===== config.mk =====
export PLATFORM = sky130hd
export DESIGN_NAME = spi_status_data_path
export DESIGN_NICKNAME = d
export VERILOG_FILES = /design/src/logic/spi_sd_pkg.sv /design/src/logic/spi_status_data_path.sv
export SDC_FILE = /design/constraint.sdc
export NUM_CORES = 1
export LEC_CHECK = 0
export ABC_AREA = 0
export BUFFER_PORTS_ARGS = -buffer_cell sky130_fd_sc_hd__buf_4
export CORE_MARGIN = 2
export CORE_UTILIZATION = 40
export CTS_BUF_LIST = sky130_fd_sc_hd__clkbuf_4 sky130_fd_sc_hd__clkbuf_8 sky130_fd_sc_hd__clkbuf_16
export DETAILED_ROUTE_END_ITERATION = 10
export SLEW_MARGIN = 30
export SYNTH_ARGS = -nofsm -noshare
export SYNTH_HDL_FRONTEND = slang
export SYNTH_SLANG_ARGS = --single-unit
export TNS_END_PERCENT = 20

===== constraint.sdc =====
create_clock -name MCLK_IN -period 2.29 [get_ports MCLK_IN]
set_input_delay 0.3435 -clock MCLK_IN [delete_from_list [all_inputs] [get_ports MCLK_IN]]
set_output_delay 0.3435 -clock MCLK_IN [all_outputs]
set_load 0.1 [all_outputs]

===== src/logic/spi_sd_pkg.sv =====
// package for the serial status and data path block
// holds register offsets, field positions, reset values and shared types
package spi_sd_pkg;

  // --------------------------------------------------------------------
  // register map (byte addresses on a 32-bit wishbone bus)
  // --------------------------------------------------------------------
  localparam logic [3:0] CTRL_OFFSET   = 4'h0;  // control bits
  localparam logic [3:0] STATUS_OFFSET = 4'h4;  // serial_status_control
  localparam logic [3:0] DATA_OFFSET   = 4'h8;  // serial_data_buffer

  // --------------------------------------------------------------------
  // control register field positions
  // --------------------------------------------------------------------
  localparam int CTRL_RX_IE_BIT  = 0;
  localparam int CTRL_MASTER_BIT = 1;
  localparam int CTRL_TX_IE_BIT  = 2;
  localparam int CTRL_ENABLE_BIT = 3;
  localparam logic [7:0] CTRL_RESET = 8'h02;    // master mode after reset

  // --------------------------------------------------------------------
  // status/control register field positions
  // --------------------------------------------------------------------
  localparam int ST_RATE_LOW_BIT  = 0;
  localparam int ST_RATE_HIGH_BIT = 1;
  localparam int ST_MODE_FAULT_FLAG_EN_BIT   = 2;
  localparam int ST_TX_EMPTY_BIT  = 3;
  localparam int ST_MODE_FAULT_FLAG_BIT      = 4;
  localparam int ST_OVR_BIT       = 5;
  localparam int ST_ERR_IE_BIT    = 6;
  localparam int ST_RX_FULL_BIT   = 7;

  // --------------------------------------------------------------------
  // rate divisors and counts
  // --------------------------------------------------------------------
  localparam logic [7:0] DIV_CODE0 = 8'h02;
  localparam logic [7:0] DIV_CODE1 = 8'h08;
  localparam logic [7:0] DIV_CODE2 = 8'h20;
  localparam logic [7:0] DIV_CODE3 = 8'h80;
  localparam logic [2:0] BITS_PER_BYTE = 3'h7;  // last bit index

  // transfer state
  typedef enum logic [1:0] {
    IDLE_ST  = 2'b00,
    SHIFT_ST = 2'b01,
    DONE_ST  = 2'b10
  } xfer_state_type;

  // serial pin group carried together
  typedef struct packed {
    logic sck;
    logic mosi;
    logic miso;
    logic ss_n;
  } pin_group_type;

endpackage


===== src/logic/spi_status_data_path.sv =====
// serial peripheral status, error, baud and data buffering block
// assumes a classic wishbone master on MCLK_IN and an external spi partner;
// pins arrive asynchronous and are double registered before use
//
// Local design decisions: the Wishbone interface to the registers and the register addresses.
`timescale 1ns/1ps

module spi_status_data_path
  import spi_sd_pkg::*;
(
  // clock and reset
  input  wire logic        MCLK_IN,
  input  wire logic        RST_N_IN,
  // wishbone slave
  input  wire logic        CYC_IN,
  input  wire logic        STB_IN,
  input  wire logic        WE_IN,
  input  wire logic [3:0]  ADR_IN,
  input  wire logic [3:0]  SEL_IN,
  input  wire logic [31:0] DAT_IN,
  output logic      [31:0] DAT_OUT,
  output logic             ACK_OUT,
  // serial pins
  input  wire logic        SCK_IN,
  input  wire logic        MOSI_IN,
  input  wire logic        MISO_IN,
  input  wire logic        SS_N_IN,
  output logic             SCK_OUT,
  output logic             SCK_OE_OUT,
  output logic             MOSI_OUT,
  output logic             MOSI_OE_OUT,
  output logic             MISO_OUT,
  output logic             MISO_OE_OUT,
  output logic             SS_IS_INPUT_OUT,
  // interrupt request
  output logic             IRQ_OUT
);

  // ------------------------------------------------------------------
  // pin synchronisers
  // ------------------------------------------------------------------
  pin_group_type  pin_meta_q;
  pin_group_type  pin_q;
  logic           sck_prev_q;
  logic           ss_prev_q;

  // first stage is read only by the second stage
  always_ff @(posedge MCLK_IN) begin
    pin_meta_q <= '{sck: SCK_IN, mosi: MOSI_IN, miso: MISO_IN, ss_n: SS_N_IN};
    pin_q      <= pin_meta_q;
    sck_prev_q <= pin_q.sck;
    ss_prev_q  <= pin_q.ss_n;
  end

  // ------------------------------------------------------------------
  // registers
  // ------------------------------------------------------------------
  logic [7:0]     ctrl_q;
  logic           rate_hi_q;
  logic           rate_lo_q;
  logic           mode_fault_flag_en_q;
  logic           err_ie_q;
  logic           rx_full_q;
  logic           ovr_q;
  logic           mode_fault_flag_q;
  logic           tx_empty_q;
  logic           ovr_armed_q;       // status read seen with overrun set
  logic           mode_fault_flag_armed_q;      // status read seen with mode fault set
  logic [7:0]     tx_buf_q;
  logic [7:0]     rx_buf_q;
  logic [7:0]     shift_q;
  logic           rx_bit_q;          // slave data bit held from rising to falling clock
  logic [2:0]     bit_cnt_q;
  xfer_state_type state_q;
  logic [7:0]     div_cnt_q;
  logic           sck_level_q;
  logic           master_edge_q;     // one-cycle enable from rate divider

  wire logic enable    = ctrl_q[CTRL_ENABLE_BIT];
  wire logic master    = ctrl_q[CTRL_MASTER_BIT];
  wire logic bus_req   = CYC_IN && STB_IN && !ACK_OUT;
  wire logic wr_data   = bus_req && WE_IN && ADR_IN == DATA_OFFSET && SEL_IN[0];
  wire logic rd_data   = bus_req && !WE_IN && ADR_IN == DATA_OFFSET;
  wire logic rd_status = bus_req && !WE_IN && ADR_IN == STATUS_OFFSET;
  wire logic wr_status = bus_req && WE_IN && ADR_IN == STATUS_OFFSET && SEL_IN[0];
  wire logic wr_ctrl   = bus_req && WE_IN && ADR_IN == CTRL_OFFSET && SEL_IN[0];

  // slave deselected: no output drive and clocks ignored
  wire logic slave_sel  = enable && !master && !pin_q.ss_n;
  wire logic slave_rise = slave_sel && !sck_prev_q && pin_q.sck;
  wire logic slave_fall = slave_sel && sck_prev_q && !pin_q.sck;
  wire logic m_active   = enable && master && state_q == SHIFT_ST;
  // a slave latches its data bit on the rising clock and shifts it in on the falling one
  wire logic sample_ev  = slave_rise && state_q == SHIFT_ST;
  wire logic shift_ev   = master ? (m_active && master_edge_q && sck_level_q) :
                                   (slave_fall && state_q == SHIFT_ST);
  // the master takes its input bit at the end of the high phase: the output flop and the
  // two synchroniser stages put three cycles between a partner's change and its sight here,
  // which the shortest half bit of two cycles could not cover at the rising clock
  wire logic in_bit     = master ? pin_q.miso : rx_bit_q;
  // a byte ends on its eighth falling clock, so the clock is back at idle when it lands
  wire logic byte_done  = shift_ev && bit_cnt_q == BITS_PER_BYTE;
  // idle shifter empty and a queued byte waiting
  wire logic load_ev    = enable && !tx_empty_q && state_q == IDLE_ST;

  // ------------------------------------------------------------------
  // wishbone slave: one wait state, ack drops after one cycle
  // ------------------------------------------------------------------
  always_ff @(posedge MCLK_IN) begin
    if (!RST_N_IN) begin
      ACK_OUT <= 1'b0;
      DAT_OUT <= 32'h0000_0000;
    end else begin
      ACK_OUT <= bus_req;
      DAT_OUT <= 32'h0000_0000;
      if (bus_req && !WE_IN) begin
        unique case (ADR_IN)
          CTRL_OFFSET:   DAT_OUT <= {24'h00_0000, ctrl_q};
          STATUS_OFFSET: DAT_OUT <= {24'h00_0000, rx_full_q, err_ie_q, ovr_q, mode_fault_flag_q,
                                     tx_empty_q, mode_fault_flag_en_q, rate_hi_q, rate_lo_q};
          DATA_OFFSET:   DAT_OUT <= {24'h00_0000, rx_buf_q};
          default:       DAT_OUT <= 32'h0000_0000;  // unmapped reads zero
        endcase
      end
    end
  end

  // ------------------------------------------------------------------
  // control and status/control writable bits
  // ------------------------------------------------------------------
  always_ff @(posedge MCLK_IN) begin
    if (!RST_N_IN) begin
      ctrl_q    <= CTRL_RESET;
      rate_hi_q <= 1'b0;
      rate_lo_q <= 1'b0;
      mode_fault_flag_en_q <= 1'b0;
      err_ie_q  <= 1'b0;
    end else begin
      if (wr_ctrl) begin
        ctrl_q <= DAT_IN[7:0];
      end
      if (wr_status) begin
        rate_hi_q <= DAT_IN[ST_RATE_HIGH_BIT];
        rate_lo_q <= DAT_IN[ST_RATE_LOW_BIT];
        mode_fault_flag_en_q <= DAT_IN[ST_MODE_FAULT_FLAG_EN_BIT];
        err_ie_q  <= DAT_IN[ST_ERR_IE_BIT];
      end
    end
  end

  // ------------------------------------------------------------------
  // receive full and overrun flags, set wins over clear
  // ------------------------------------------------------------------
  always_ff @(posedge MCLK_IN) begin
    if (!RST_N_IN) begin
      rx_full_q   <= 1'b0;
      ovr_q       <= 1'b0;
      ovr_armed_q <= 1'b0;
      rx_buf_q    <= 8'h00;
    end else begin
      if (rd_status && ovr_q) begin
        ovr_armed_q <= 1'b1;
      end else if (rd_data) begin
        ovr_armed_q <= 1'b0;
      end
      if (rd_data) begin
        rx_full_q <= 1'b0;
      end
      if (rd_data && ovr_armed_q) begin
        ovr_q <= 1'b0;
      end
      if (byte_done) begin
        if (rx_full_q && !rd_data) begin
          ovr_q <= 1'b1;     // old byte kept, new one dropped
        end else begin
          rx_buf_q  <= {shift_q[6:0], in_bit};
          rx_full_q <= 1'b1;
        end
      end
    end
  end

  // ------------------------------------------------------------------
  // mode fault detection
  // ------------------------------------------------------------------
  wire logic fault_ev = mode_fault_flag_en_q && enable &&
                        ((!master && state_q == SHIFT_ST && !ss_prev_q && pin_q.ss_n) ||
                         (master && !pin_q.ss_n));

  always_ff @(posedge MCLK_IN) begin
    if (!RST_N_IN) begin
      mode_fault_flag_q       <= 1'b0;
      mode_fault_flag_armed_q <= 1'b0;
    end else begin
      if (rd_status && mode_fault_flag_q) begin
        mode_fault_flag_armed_q <= 1'b1;
      end else if (wr_data) begin
        mode_fault_flag_armed_q <= 1'b0;
      end
      if (fault_ev) begin
        mode_fault_flag_q <= 1'b1;
      end else if (wr_data && mode_fault_flag_armed_q) begin
        mode_fault_flag_q <= 1'b0;
      end
    end
  end

  // ------------------------------------------------------------------
  // transmit buffer and empty flag
  // ------------------------------------------------------------------
  // software keeps writes to while the flag is high; a late write overwrites the queued byte except in the load cycle, where it is lost
  always_ff @(posedge MCLK_IN) begin
    if (!RST_N_IN) begin
      tx_buf_q   <= 8'h00;
      tx_empty_q <= 1'b1;
    end else begin
      if (load_ev) begin
        tx_empty_q <= 1'b1;
      end else if (wr_data) begin
        tx_buf_q   <= DAT_IN[7:0];
        tx_empty_q <= 1'b0;
      end
    end
  end

  // ------------------------------------------------------------------
  // master rate divider: base clock over twice the divisor
  // ------------------------------------------------------------------
  logic [7:0] divisor;
  always_comb begin
    unique case ({rate_hi_q, rate_lo_q})
      2'b00: divisor = DIV_CODE0;
      2'b01: divisor = DIV_CODE1;
      2'b10: divisor = DIV_CODE2;
      2'b11: divisor = DIV_CODE3;
    endcase
  end

  // each half bit lasts divisor cycles, so a full bit is twice that
  always_ff @(posedge MCLK_IN) begin
    if (!RST_N_IN || !m_active) begin
      div_cnt_q     <= 8'h00;
      master_edge_q <= 1'b0;
    end else if (div_cnt_q == divisor - 8'h01) begin
      div_cnt_q     <= 8'h00;
      master_edge_q <= 1'b1;
    end else begin
      div_cnt_q     <= div_cnt_q + 8'h01;
      master_edge_q <= 1'b0;
    end
  end

  // ------------------------------------------------------------------
  // shift engine and transfer state
  // ------------------------------------------------------------------
  always_ff @(posedge MCLK_IN) begin
    if (!RST_N_IN || !enable) begin
      state_q     <= IDLE_ST;
      shift_q     <= 8'h00;
      rx_bit_q    <= 1'b0;
      bit_cnt_q   <= 3'h0;
      sck_level_q <= 1'b0;
    end else begin
      unique case (state_q)
        IDLE_ST: begin
          if (load_ev) begin
            shift_q   <= tx_buf_q;
            bit_cnt_q <= 3'h0;
            state_q   <= SHIFT_ST;
          end
        end
        SHIFT_ST: begin
          if (master && master_edge_q) begin
            sck_level_q <= !sck_level_q;
          end
          if (sample_ev) begin
            rx_bit_q <= pin_q.mosi;
          end
          // outgoing bit leaves at the top while the incoming one enters at the bottom
          if (shift_ev) begin
            shift_q   <= {shift_q[6:0], in_bit};
            bit_cnt_q <= bit_cnt_q + 3'h1;
          end
          if (byte_done) begin
            sck_level_q <= 1'b0;
            state_q     <= IDLE_ST;
          end
        end
        DONE_ST: begin
          // not entered: a byte closes straight from the shift state
          state_q <= IDLE_ST;
        end
        default: state_q <= IDLE_ST;
      endcase
    end
  end

  // ------------------------------------------------------------------
  // pin drivers and interrupt, all registered
  // ------------------------------------------------------------------
  always_ff @(posedge MCLK_IN) begin
    if (!RST_N_IN) begin
      SCK_OUT         <= 1'b0;
      SCK_OE_OUT      <= 1'b0;
      MOSI_OUT        <= 1'b0;
      MOSI_OE_OUT     <= 1'b0;
      MISO_OUT        <= 1'b0;
      MISO_OE_OUT     <= 1'b0;
      SS_IS_INPUT_OUT <= 1'b0;
      IRQ_OUT         <= 1'b0;
    end else begin
      SCK_OUT         <= sck_level_q;
      SCK_OE_OUT      <= enable && master;
      MOSI_OUT        <= shift_q[7];
      MOSI_OE_OUT     <= enable && master;
      MISO_OUT        <= shift_q[7];
      MISO_OE_OUT     <= slave_sel;
      SS_IS_INPUT_OUT <= enable && (!master || mode_fault_flag_en_q);
      IRQ_OUT         <= (rx_full_q && ctrl_q[CTRL_RX_IE_BIT]) ||
                         (tx_empty_q && ctrl_q[CTRL_TX_IE_BIT]) ||
                         ((ovr_q || mode_fault_flag_q) && err_ie_q);
    end
  end

endmodule


==> results by stage, run 1 <==
Synthesis:
- The sequential area share after synthesis is 47.92%.
- Sorting the synthesized cells by area gives the leading types as sky130_fd_sc_hd__dfxtp_1, sky130_fd_sc_hd__mux2i_1, sky130_fd_sc_hd__buf_4.
- The most used flip-flop cell after synthesis is sky130_fd_sc_hd__dfxtp_1.
- The fraction of registers with async set/reset is 0%.
- The synthesized area per cell is 9.650 µm².
- The proportion of netlist area held by the largest area contributor is 47.92%.
- In this run, synthesis produced a sequential element count of 82.
- The post-synthesis instance area is 3426 µm².
- The synthesized design spends more area on one cell type than any other, namely sky130_fd_sc_hd__dfxtp_1.
- The count of distinct cell types in the synthesized netlist is 55.
- The yosys synthesis warning count is 0.
- The synthesized netlist cell count is 355.
- The number of enable flip-flop cells after synthesis is 0.

Setup path:
- The slowest stage of the critical path is the sky130_fd_sc_hd__or4b_4 cell.
- The sort of element at the end of the critical path is a register.
- Walking the worst path, the cells encountered are or4b_4 > a21o_1 > a21oi_4 > mux2i_1.
- The startpoint of the lowest-slack register-to-register path is pin_q[0]$_DFF_P_.
- The largest stage delay on the critical path is 580 ps.
- At the worst endpoint, the arrival time is 2170 ps.
- At the worst endpoint, the required time is 2570 ps.
- In this run the register-to-register setup slack is 410 ps.
- The start-to-end type of the worst setup path is register to register.
- The type of element launching the critical path is a register.
- Measured in cells, the most critical reg-to-reg path has a length of 4.
- The terminus of the critical flop-to-flop path is rx_buf_q[7]$_SDFFE_PN0P_.
- Along the worst path, the maximum fanout reaches 8.

Min path:
- Along the worst hold path, the cell count comes to 1.
- The destination of the worst hold path is pin_meta_q[3]$_DFF_P_.
- The tightest min-delay check is of the input port to register type.
- The worst hold path begins at SCK_IN.

Final layout:
- 0 antenna diodes ended up in the layout.
- The commonest non-fill, non-tap cell in the layout is sky130_fd_sc_hd__dfxtp_1.
- After routing the design area is 3963 µm².
- From synthesis to final layout, the design area changed by 15.67%.
- In the layout the commonest cells are sky130_fd_sc_hd__dfxtp_1, sky130_fd_sc_hd__buf_4, sky130_fd_sc_hd__nand2_1, sky130_fd_sc_hd__nor2_1, sky130_fd_sc_hd__conb_1.
- The number of nets in the finished design is 452.
- The layout has 829 filler cells.
- The post-route netlist has 20.99% of its cells at a drive strength greater than 1.

CTS:
- Gates resized during post-CTS repair numbered 0.
- The clock root buffer is sky130_fd_sc_hd__clkbuf_8.
- The H-tree generated during clock tree synthesis spans 3 levels.
- TritonCTS built the clock tree.
- The clock drives 82 sinks.
- Buffers inserted to repair hold after CTS numbered 0.
- Clock-pin slew was measured on the worst setup and hold paths at 80 ps.
- Once the clock tree was built, the setup fixing pass inserted 0 buffers.
- Clock tree synthesis inserted a total of 9 buffers.
- The number of buffers on the longest clock path is 2.
- The clock insertion delay at the later pin of the skew report is 360 ps.

Die:
- The row count is 33.
- The area of the core region is 8258 µm².
- The vertical die dimension is 96.55 µm.
- The top-level port count is 90.
- The horizontal extent of the die is 96.55 µm.
- The die covers 9321 µm².
- The initial utilization of the core area, before any placement, comes to 41.48%.

Route:
- In this run the remaining antenna-violating nets after routing total 0.
- After detailed routing, the number of remaining DRC violations is 0.
- The count of TritonRoute iterations in the first routing pass is 5.
- The post-detailed-route via-to-cell ratio is 5.196.
- The total detailed-routing wirelength is 7601 µm.
- The final route contains 2,650 vias.
- The average wire per cell in the routed design is 14.90 µm.
- The first-iteration detailed-routing DRC count is 199.

STA:
- The worst slew slack as a fraction of its limit is 65.88%.
- The final hold violation count is 0.
- The final-layout setup total negative slack is 0 ps.
- For this run, the top clock speed supported by timing is 531.2 MHz.
- The worst clock skew is 9.146 ps.
- Setup repair after global routing left no endpoint under its margin.
- The part of the cycle the worst path needs is 82.21%.
- At the pin with the least slew margin, the transition time is 511.8 ps.
- Setup violations remaining at the end of the flow were counted as 0.
- The clock period could shrink to 1883 ps.
- The final count of pins violating max slew is 0.

Place:
- The count of input and output buffers is 38.
- After detailed placement, the total cell area comes to 3755 µm².
- The HPWL after detailed placement is 5411 µm.
- The global placement routability congestion is 0.7679.

Global route:
- The first-pass GRT wire length is 12,300 µm.
- Global routing used 17.51% of the available tracks across all layers.
- The via count of the first global-routing pass was 2,555.
- The largest net degree at the start of global routing is 22.
- Summed over all layers, the global routing overflow is 0.
- The initial antenna violation count is 0.

Run:
- The number of violations of the max-capacitance limit is 0.

Power and ir drop:
- The peak supply drop is 307.3 µV.
- The leakage component of the power is 1.461 nW.
- For this design the ratio of total power to cell area is 704.5 nW/µm².
- The design draws 2.791 mW.

Status:
- The flow ran to the end, and the final reports show no timing, DRC or antenna violations.
[cell usage after synthesis, types with 4 or more instances]
library cell	n
sky130_fd_sc_hd__o221a_2	4
sky130_fd_sc_hd__a21oi_1	9
sky130_fd_sc_hd__xnor2_1	4
sky130_fd_sc_hd__buf_4	26
sky130_fd_sc_hd__nor2_1	34
sky130_fd_sc_hd__clkbuf_1	10
sky130_fd_sc_hd__mux2i_1	22
sky130_fd_sc_hd__inv_1	4
sky130_fd_sc_hd__dfxtp_1	82
sky130_fd_sc_hd__nand3_1	20
sky130_fd_sc_hd__o21ai_0	16
sky130_fd_sc_hd__nand2_1	39
sky130_fd_sc_hd__a222oi_1	8
sky130_fd_sc_hd__nor3_1	14
[flip-flops by register name (all words and copies together), names as in the netlist, 3 cells and up]
signal and count:
rx_buf_q 8, div_cnt_q 8, ctrl_q 8, tx_buf_q 8, bit_cnt_q 3, pin_meta_q 4
DAT_OUT 8, pin_q 4, shift_q 8
[area by class of cell]
type                       instances  area (µm²)  share of cell area (%)
clock buffer                      11       145.1                   3.663
clock inverter                     5       62.56                   1.579
inverter                           5       18.77                  0.4736
multi-input combinational        251        1580                   39.88
sequential                        82        1642                   41.43
tap                              105       131.4                   3.315
timing repair buffer              51       382.9                   9.662
[stage by stage]
step | setup WS [ps] | cells | hold slack (ps) | util [%]
after global placement | 354.2 | 494 | 311.4 | 45.47
after detailed placement | 349.8 | 494 | 312.1 | 45.47
after floorplan | 203.8 | 378 | 309.6 | -
after CTS | 393.9 | 510 | 69.73 | 47.98
after global routing | 293.7 | 510 | 63.73 | 47.98
final | 407.3 | 510 | 89.15 | 47.98
[metal layers]
layer	GRT usage (%)	wire, µm	up-vias	share of wire, %
met4	5.282	116	0	1.5
met3	5.120	437	10	5.7
met5	0	0	-	0
met2	28.70	3640	75	48
met1	22.35	3407	1264	45
li1	-	-	1301	-
[kinds of logic after synthesis]
| group | Yosys count | share of synthesized area [%] |
|---|---|---|
| fa+ha+maj | 3 | 1.096 |
| flops | 82 | 47.92 |
| other cells | 1 | 0.1095 |
| xor+xnor | 7 | 1.790 |
| simple gates | 131 | 19.18 |
| buf+inv | 45 | 8.473 |
| mux | 25 | 7.414 |
| compound gates | 61 | 14.03 |
[how the worst max path moves through the flow]
stage	startpoint	to	slack, ps	cells after the start
after global placement	ADR_IN[3]	rate_lo_q$_SDFFE_PN0P_	350	5
after detailed placement	ADR_IN[3]	mode_fault_flag_en_q$_SDFFE_PN0P_	350	5
after global routing	pin_q[0]$_DFF_P_	rx_buf_q[3]$_SDFFE_PN0P_	290	4
after floorplan	ACK_OUT$_SDFF_PN0_	rx_buf_q[0]$_SDFFE_PN0P_	200	4
final	pin_q[0]$_DFF_P_	rx_buf_q[7]$_SDFFE_PN0P_	410	4
after CTS	pin_q[0]$_DFF_P_	rx_buf_q[5]$_SDFFE_PN0P_	390	4
[where the power goes]
| part | switching, mW | internal [mW] | leakage (nW) |
|---|---|---|---|
| Combinational | 0.226 | 0.0394 | 0.697 |
| Clock | 0.534 | 0.552 | 0.0996 |
| Sequential | 0.00514 | 1.44 | 0.664 |
[critical path, delay by kind of cell, from the launching register on]
kind	cells	cell delay (ps)
and+or+nand+nor	1	580
muxes	1	240
AOI/OAI and AO/OA	2	630
DFF	1	360
Power figures use the tool's default switching activity.
==> run 2, diff against run 1 <==
- clock period: 2.29 -> 1.8 ns (I/O delays scaled with it)
==> run 2 against run 1 <==
Net effect: combinational power is 34% higher; routed wire length shrank 1.2%; design area rose by 5.1%; hold slack improved by 71 ps; critical path depth is the same; total power is 35% higher; die area is the same; sequential share of layout area is 2.0 points lower; largest power group unchanged; non-clock buffer count increased by 17; worst setup slack lost 330 ps; critical endpoint is now shift_q[5]$_SDFFE_PP0P_.
==> results by stage, run 2 (same netlist as run 1, synthesis figures left out) <==
STA:
- The worst setup slack after layout came to 82.25 ps (-325.1 ps).
- The part of the cycle the worst path needs is 95.43% (+13 points).
- The setup-violating endpoint count in the final report is 0 (unchanged).
- The worst hold slack is 159.8 ps (+70.62 ps).
- The worst clock skew is 7.410 ps (-1.736 ps).
- The final count of pins violating max slew is 0 (unchanged).
- The final hold violation count is 0 (unchanged).
- The highest clock frequency the design can meet is 582.2 MHz (+9.6%).
- Setup repair after global routing left no endpoint under its margin.
- The final critical path time including I/O delays and setup is 1718 ps (-164.9 ps).

CTS:
- The post-CTS clock slew at the launch and capture registers of the worst setup and hold paths is 90 ps (about the same).
- CTS placed an instance of sky130_fd_sc_hd__clkbuf_8 at the clock tree root.
- The H-tree level count is 3 (unchanged).
- The number of buffers on the longest clock path is 2 (unchanged).
- The clock insertion delay at the later pin of the skew report is 350 ps (about the same).
- The number of buffers inserted by post-CTS setup repair is 0 (unchanged).
- The number of sinks driven by the clock tree is 82 (unchanged).
- The number of CTS-inserted buffers is 9 (unchanged).
- The clock tree from TritonCTS is done.

Setup path:
- For this design, the slowest cell found on the critical path is sky130_fd_sc_hd__or4b_4.
- STA classifies the critical path endpoint as a register.
- The worst-path maximum fanout is 7 (-1).
- The start-to-end type of the worst setup path is register to register.
- Traced cell by cell, the critical path runs through or4b_4 > a311oi_4 > buf_4 > o221a_2.
- In this run the critical register-to-register path is launched from pin_q[3]$_DFF_P_.
- The critical path arrival was 2020 ps (-150 ps).
- The type of element launching the critical path is a register.
- The number of cells on the worst reg-to-reg path is 4 (unchanged).
- The worst path buffer plus inverter count came to 1 (+1).
- The required time at the worst-slack endpoint came to 2100 ps (-470 ps).
- The setup slack on the worst flop-to-flop path is 80 ps (-330 ps).
- The top cell family by delay on the critical path is simple AND/OR/NAND/NOR gates.
- The largest stage delay on the critical path came to 590 ps (about the same).
- The endpoint identified for the worst register-to-register timing path is shift_q[5]$_SDFFE_PP0P_.

Place:
- The global placement routability congestion was 0.8382 (+9.2%).
- The count of input and output buffers came to 38 (unchanged).
- The post-detailed-placement half-perimeter wirelength was 5358 µm (-0.98%).
- The pre-CTS setup slack is -38.68 ps (-388.5 ps).

Run:
- The number of violations of the max-capacitance limit is 0 (unchanged).

Global route:
- The largest net degree at the start of global routing is 26 (+18%).
- The first-pass GRT wire length is 12,480 µm (+1.4%).
- The total congestion overflow was 0 (unchanged).
- The via count of the first global-routing pass is 2,622 (+2.6%).
- The initial antenna violation count was 0 (unchanged).
- The global router's overall resource usage was 17.63% (+0.12 points).

Route:
- The average wire per cell in the routed design is 14.28 µm (-4.2%).
- The total DRC errors in the routed layout was 0 (unchanged).
- The post-route antenna net violation count came to 0 (unchanged).
- The count of TritonRoute iterations in the first routing pass was 4 (-1).
- The post-detailed-route via-to-cell ratio is 5.110 (-1.7%).
- The total detailed-routing wirelength is 7509 µm (-1.2%).
- The detailed-route via count is 2,688 (+1.4%).
- The first-iteration detailed-routing DRC count is 114 (-43%).

Die:
- The top-level port count was 90 (unchanged).
- The area of the core region is 8258 µm² (unchanged).
- The horizontal extent of the die is 96.55 µm (unchanged).
- The full die area is 9321 µm² (unchanged).
- The vertical die dimension was 96.55 µm (unchanged).
- The row count is 33 (unchanged).
- The initial core utilization is 41.48% (unchanged).

Final layout:
- The top cell types in the final layout, fill and taps aside, are sky130_fd_sc_hd__dfxtp_1, sky130_fd_sc_hd__buf_4, sky130_fd_sc_hd__nand2_1, sky130_fd_sc_hd__nor2_1, sky130_fd_sc_hd__conb_1.
- The count of antenna diodes in the layout is 0 (unchanged).
- The number of nets in the finished design is 469 (+3.8%).
- The area overhead of the layout relative to synthesis is 21.55%.
- The share of post-route cells with drive strength above 1 came to 23.52% (+2.5 points).
- Leaving out fill and tap cells, the most frequent cell in the layout is sky130_fd_sc_hd__dfxtp_1.
- The filler cell count in the final layout was 785 (-5.3%).

Min path:
- The beginning of the worst hold path is DAT_IN[4].
- The cell depth of the worst hold path is 3 (+2).
- For hold timing, the worst endpoint is ctrl_q[4]$_SDFFE_PN0P_.
- The min-delay analysis places its worst path in the category input port to register.

Power and ir drop:
- The leakage component of the power is 1.565 nW (+7.1%).
- The peak supply drop was 410.7 µV (+34%).
- The areal power density over the cells is 906.6 nW/µm² (+29%).

Status:
- The run finished with clean final reports.
==> run 2: cell types whose count changed in the layout (fill, tap and decap cells not counted), sizes merged <==
cell,change
clkinvlp,-1
bufinv,+2
dlygate4sd3,+4
clkbuf,-2
buf,+13
==> run 2: metrics by stage <==
stage / total power [mW] / cells / utilization [%] / TNS (ps) / cell area (µm²)
5_1_grt: 3.905 / 526 / 50.42 / 0 / 4164
6_report: 3.775 / 526 / 50.42 / 0 / 4164
3_3_place_gp: 2.222 / 507 / 47.05 / -61.38 / 3885
2_1_floorplan: 2.182 / 378 / - / 0 / 3520
4_1_cts: 3.815 / 526 / 50.42 / 0 / 4164
3_5_place_dp: 2.224 / 507 / 47.05 / -100.5 / 3885
==> run 2: repair_timing <==
action | 4_1_cts | 5_1_grt
hold buffers | 4 | 0
resized for setup | 0 | 0
hold endpoints to repair | 4 | 0
==> run 2: final cells by class <==
class                           count  area [µm²]  area share (%)
Multi-Input combinational cell    251        1587           38.10
Inverter                            5       18.77          0.4507
Clock buffer                        9       123.9           2.975
Clock inverter                      6       115.1           2.764
Tap cell                          105       131.4           3.155
Timing Repair Buffer               68       545.5           13.10
Sequential cell                    82        1643           39.45
==> run 2: worst register-to-register path: cells and delay by family (launching register included) <==
family,cells,cell delay (ps)
buffers and inverters,1,220
AOI/OAI and AO/OA,2,520
and+or+nand+nor,1,590
DFF,1,340
==> run 2: how the worst max path moves through the flow <==
stage                           startpoint                        to  slack, ps  depth (start not counted)
floorplan           ctrl_q[1]$_SDFFE_PN1P_  rx_buf_q[0]$_SDFFE_PN0P_         40                          6
global placement                 ADR_IN[3]    rate_lo_q$_SDFFE_PN0P_        -20                          6
detailed placement               ADR_IN[3]    rate_lo_q$_SDFFE_PN0P_        -40                          6
CTS                       pin_q[3]$_DFF_P_  rx_buf_q[1]$_SDFFE_PN0P_         90                          5
global route              pin_q[3]$_DFF_P_  rx_buf_q[1]$_SDFFE_PN0P_         20                          5
finish                    pin_q[3]$_DFF_P_   shift_q[5]$_SDFFE_PP0P_         80                          4
==> run 2: per-layer routing <==
layer / routed length [µm] / up-vias / global-route usage [%] / part of all wire, %
li1: - / 1342 / - / -
met1: 3414 / 1263 / 22.13 / 45
met2: 3601 / 71 / 29.34 / 48
met3: 392 / 12 / 4.112 / 5.2
met4: 101 / 0 / 6.925 / 1.3
met5: 0 / - / 0 / 0
==> run 2: power by group <==
group | total [mW] | internal [mW] | switching, mW
clock | 1.59 | 0.920 | 0.667
sequential | 1.83 | 1.83 | 0.00600
combinational | 0.356 | 0.0652 | 0.291
==> run 3, diff against run 2 <==
- clock period: 1.8 -> 1.64 ns (I/O delays scaled with it)
==> run 3 against run 2 <==
Net effect: the flow now finishes with violations (setup timing); core utilization rose by 0.38 points; routed wire length rose by 1.3%; worst setup slack lost 130 ps; critical endpoint is now rx_buf_q[5]$_SDFFE_PN0P_; largest cell class unchanged.
==> results by stage, run 3 (same netlist as run 1, synthesis figures left out) <==
Status:
- The run finished, with violations left.
- The final reports fail on setup timing.

CTS:
- The number of buffers inserted by post-CTS setup repair is 0 (unchanged).
- The H-tree level count is 3 (unchanged).
- Clock tree synthesis selected as its root buffer the cell sky130_fd_sc_hd__clkbuf_8.
- The number of CTS-inserted buffers came to 9 (unchanged).
- The number of buffers on the longest clock path is 2 (unchanged).
- The number of sinks driven by the clock tree came to 82 (unchanged).
- The clock insertion delay at the later pin of the skew report is 350 ps (about the same).
- TritonCTS built the clock tree.
- The post-CTS clock slew at the launch and capture registers of the worst setup and hold paths came to 90 ps (about the same).

Global route:
- The largest net degree at the start of global routing is 29 (+12%).
- The global router's overall resource usage was 17.09% (-0.54 points).
- The via count of the first global-routing pass came to 2,517 (-4.0%).
- The total congestion overflow was 0 (unchanged).
- The initial antenna violation count is 0 (unchanged).
- The first-pass GRT wire length is 12,100 µm (-3.0%).

STA:
- The worst setup slack after layout is -44.92 ps (-127.2 ps).
- The final count of pins violating max slew is 0 (unchanged).
- The worst hold slack is 118.3 ps (-41.51 ps).
- The final critical path time including I/O delays and setup is 1685 ps (-32.83 ps).
- Setup repair after global routing could not meet its margin everywhere.
- The worst clock skew is 8.863 ps (+1.453 ps).
- The setup-violating endpoint count in the final report was 8 (+8).
- The final-layout setup total negative slack is -213.3 ps (-213.3 ps).
- The final hold violation count is 0 (unchanged).
- The part of the cycle the worst path needs came to 102.7% (+7.3 points).
- The highest clock frequency the design can meet is 593.5 MHz (+1.9%).

Route:
- The total detailed-routing wirelength was 7609 µm (+1.3%).
- The count of TritonRoute iterations in the first routing pass came to 5 (+1).
- The average wire per cell in the routed design is 14.30 µm (+0.19%).
- The post-route antenna net violation count was 0 (unchanged).
- The post-detailed-route via-to-cell ratio came to 5.177 (+1.3%).
- The first-iteration detailed-routing DRC count is 140 (+23%).
- The detailed-route via count came to 2,754 (+2.5%).
- The total DRC errors in the routed layout is 0 (unchanged).

Final layout:
- The number of nets in the finished design is 474 (+1.1%).
- The filler cell count in the final layout is 808 (+2.9%).
- The area overhead of the layout relative to synthesis is 22.46%.
- The multi-input combinational cell area is 1598 µm² (+0.71%).
- Leaving out fill and tap cells, the most frequent cells in the layout are sky130_fd_sc_hd__dfxtp_1, sky130_fd_sc_hd__buf_4, sky130_fd_sc_hd__nand2_1, sky130_fd_sc_hd__nor2_1, sky130_fd_sc_hd__conb_1.
- The count of antenna diodes in the layout is 0 (unchanged).
- The share of post-route cells with drive strength above 1 is 25.29% (+1.8 points).
- The flip-flop and latch area is 1647 µm² (+0.23%).
- The commonest non-fill, non-tap cell in the layout is sky130_fd_sc_hd__dfxtp_1.
- The post-route core utilization is 50.80% (+0.38 points).
- The final cell area excluding filler cells came to 4195 µm² (+0.75%).

Setup path:
- The slowest stage of the critical path belongs to the cell sky130_fd_sc_hd__or4b_4.
- The critical path endpoint is rx_buf_q[5]$_SDFFE_PN0P_.
- The worst register-to-register path begins at pin_q[0]$_DFF_P_.
- The critical path goes through or4b_4 > a21o_1 > a21oi_4 > buf_12 > mux2i_1.
- The largest stage delay on the critical path came to 580 ps (about the same).
- The number of cells on the worst reg-to-reg path was 5 (+1).
- The launching instance or port of the critical path is pin_q[0]$_DFF_P_.
- The setup slack on the worst flop-to-flop path is -40 ps (-130 ps).
- The worst setup path is launched from a register.
- The required time at the worst-slack endpoint was 1920 ps (-180 ps).
- The critical path arrival is 1970 ps (-50 ps).
- In this run the critical register-to-register path is captured at rx_buf_q[5]$_SDFFE_PN0P_.
- The sort of element at the end of the critical path is a register.
- The start-to-end type of the worst setup path is register to register.
- The worst-path maximum fanout is 8 (+1).

Die:
- The horizontal extent of the die is 96.55 µm (unchanged).
- The row count is 33 (unchanged).
- The area of the core region is 8258 µm² (unchanged).
- The initial core utilization was 41.48% (unchanged).
- The full die area is 9321 µm² (unchanged).
- The vertical die dimension is 96.55 µm (unchanged).
- The top-level port count is 90 (unchanged).

Place:
- The count of input and output buffers is 38 (unchanged).
- The global placement routability congestion came to 0.8027 (-4.2%).
- The post-detailed-placement half-perimeter wirelength was 5485 µm (+2.4%).
- The cell area after placement came to 3925 µm² (+1.0%).

Min path:
- In this run the worst hold path is classified as input port to register.

Power and ir drop:
- The peak supply drop came to 501.4 µV (+22%).
- The total power after layout came to 3.915 mW (+3.7%).
- The leakage component of the power is 1.576 nW (+0.69%).
- The areal power density over the cells is 933.2 nW/µm² (+2.9%).

Run:
- The number of violations of the max-capacitance limit is 0 (unchanged).
==> run 3: cell type report <==
type,count,area share (%)
flip-flops and latches,82,39.25
repair buffers,73,13.99
clock buffers,11,3.609
inverters,5,0.4474
clock inverters,5,1.491
well taps,105,3.132
multi-input cells,251,38.09
==> run 3: repair_timing <==
item,CTS,global route
resized for setup,0,5
hold endpoints to repair,4,0
endpoints found under the setup margin,12,14
hold buffers,4,0
pin swaps,1,2
==> run 3: critical path: cells and delay by family, from the launching register on <==
kind | cells | cell delay (ps)
and+or+nand+nor | 1 | 580
buffers and inverters | 1 | 150
AOI/OAI and AO/OA | 2 | 370
muxes | 1 | 190
DFF | 1 | 330
==> run 3: per-stage QoR <==
stage,cells,worst slack [ps]
after floorplan,378,-121.9
after global placement,512,-133.4
after detailed placement,512,-150.2
after CTS,532,-56.34
after global routing,532,-116.5
final,532,-44.92
==> run 3: report_power, final <==
group / internal [mW] / total (mW) / leakage [nW] / switching [mW]
Clock: 0.791 / 1.51 / 0.102 / 0.722
Combinational: 0.0724 / 0.393 / 0.809 / 0.321
Sequential: 2.00 / 2.01 / 0.665 / 0.00560
==> run 3: routing by layer <==
metal / global-route usage [%] / wire (µm) / vias to the layer above
li1: - / - / 1355
met1: 21.43 / 3338 / 1313
met2: 28.30 / 3768 / 76
met3: 3.724 / 386 / 10
met4: 7.394 / 115 / 0
met5: 0 / 0 / -
==> run 3: how the worst min path moves through the flow <==
stage	cells past startpoint	from	slack, ps	to
global placement	0	pin_meta_q[2]$_DFF_P_	310	pin_q[2]$_DFF_P_
CTS	3	DAT_IN[4]	110	tx_buf_q[4]$_SDFFE_PN0P_
detailed placement	0	pin_meta_q[3]$_DFF_P_	320	pin_q[3]$_DFF_P_
floorplan	0	SS_N_IN	270	pin_meta_q[0]$_DFF_P_
global route	3	DAT_IN[4]	120	tx_buf_q[4]$_SDFFE_PN0P_
finish	3	DAT_IN[4]	120	tx_buf_q[4]$_SDFFE_PN0P_
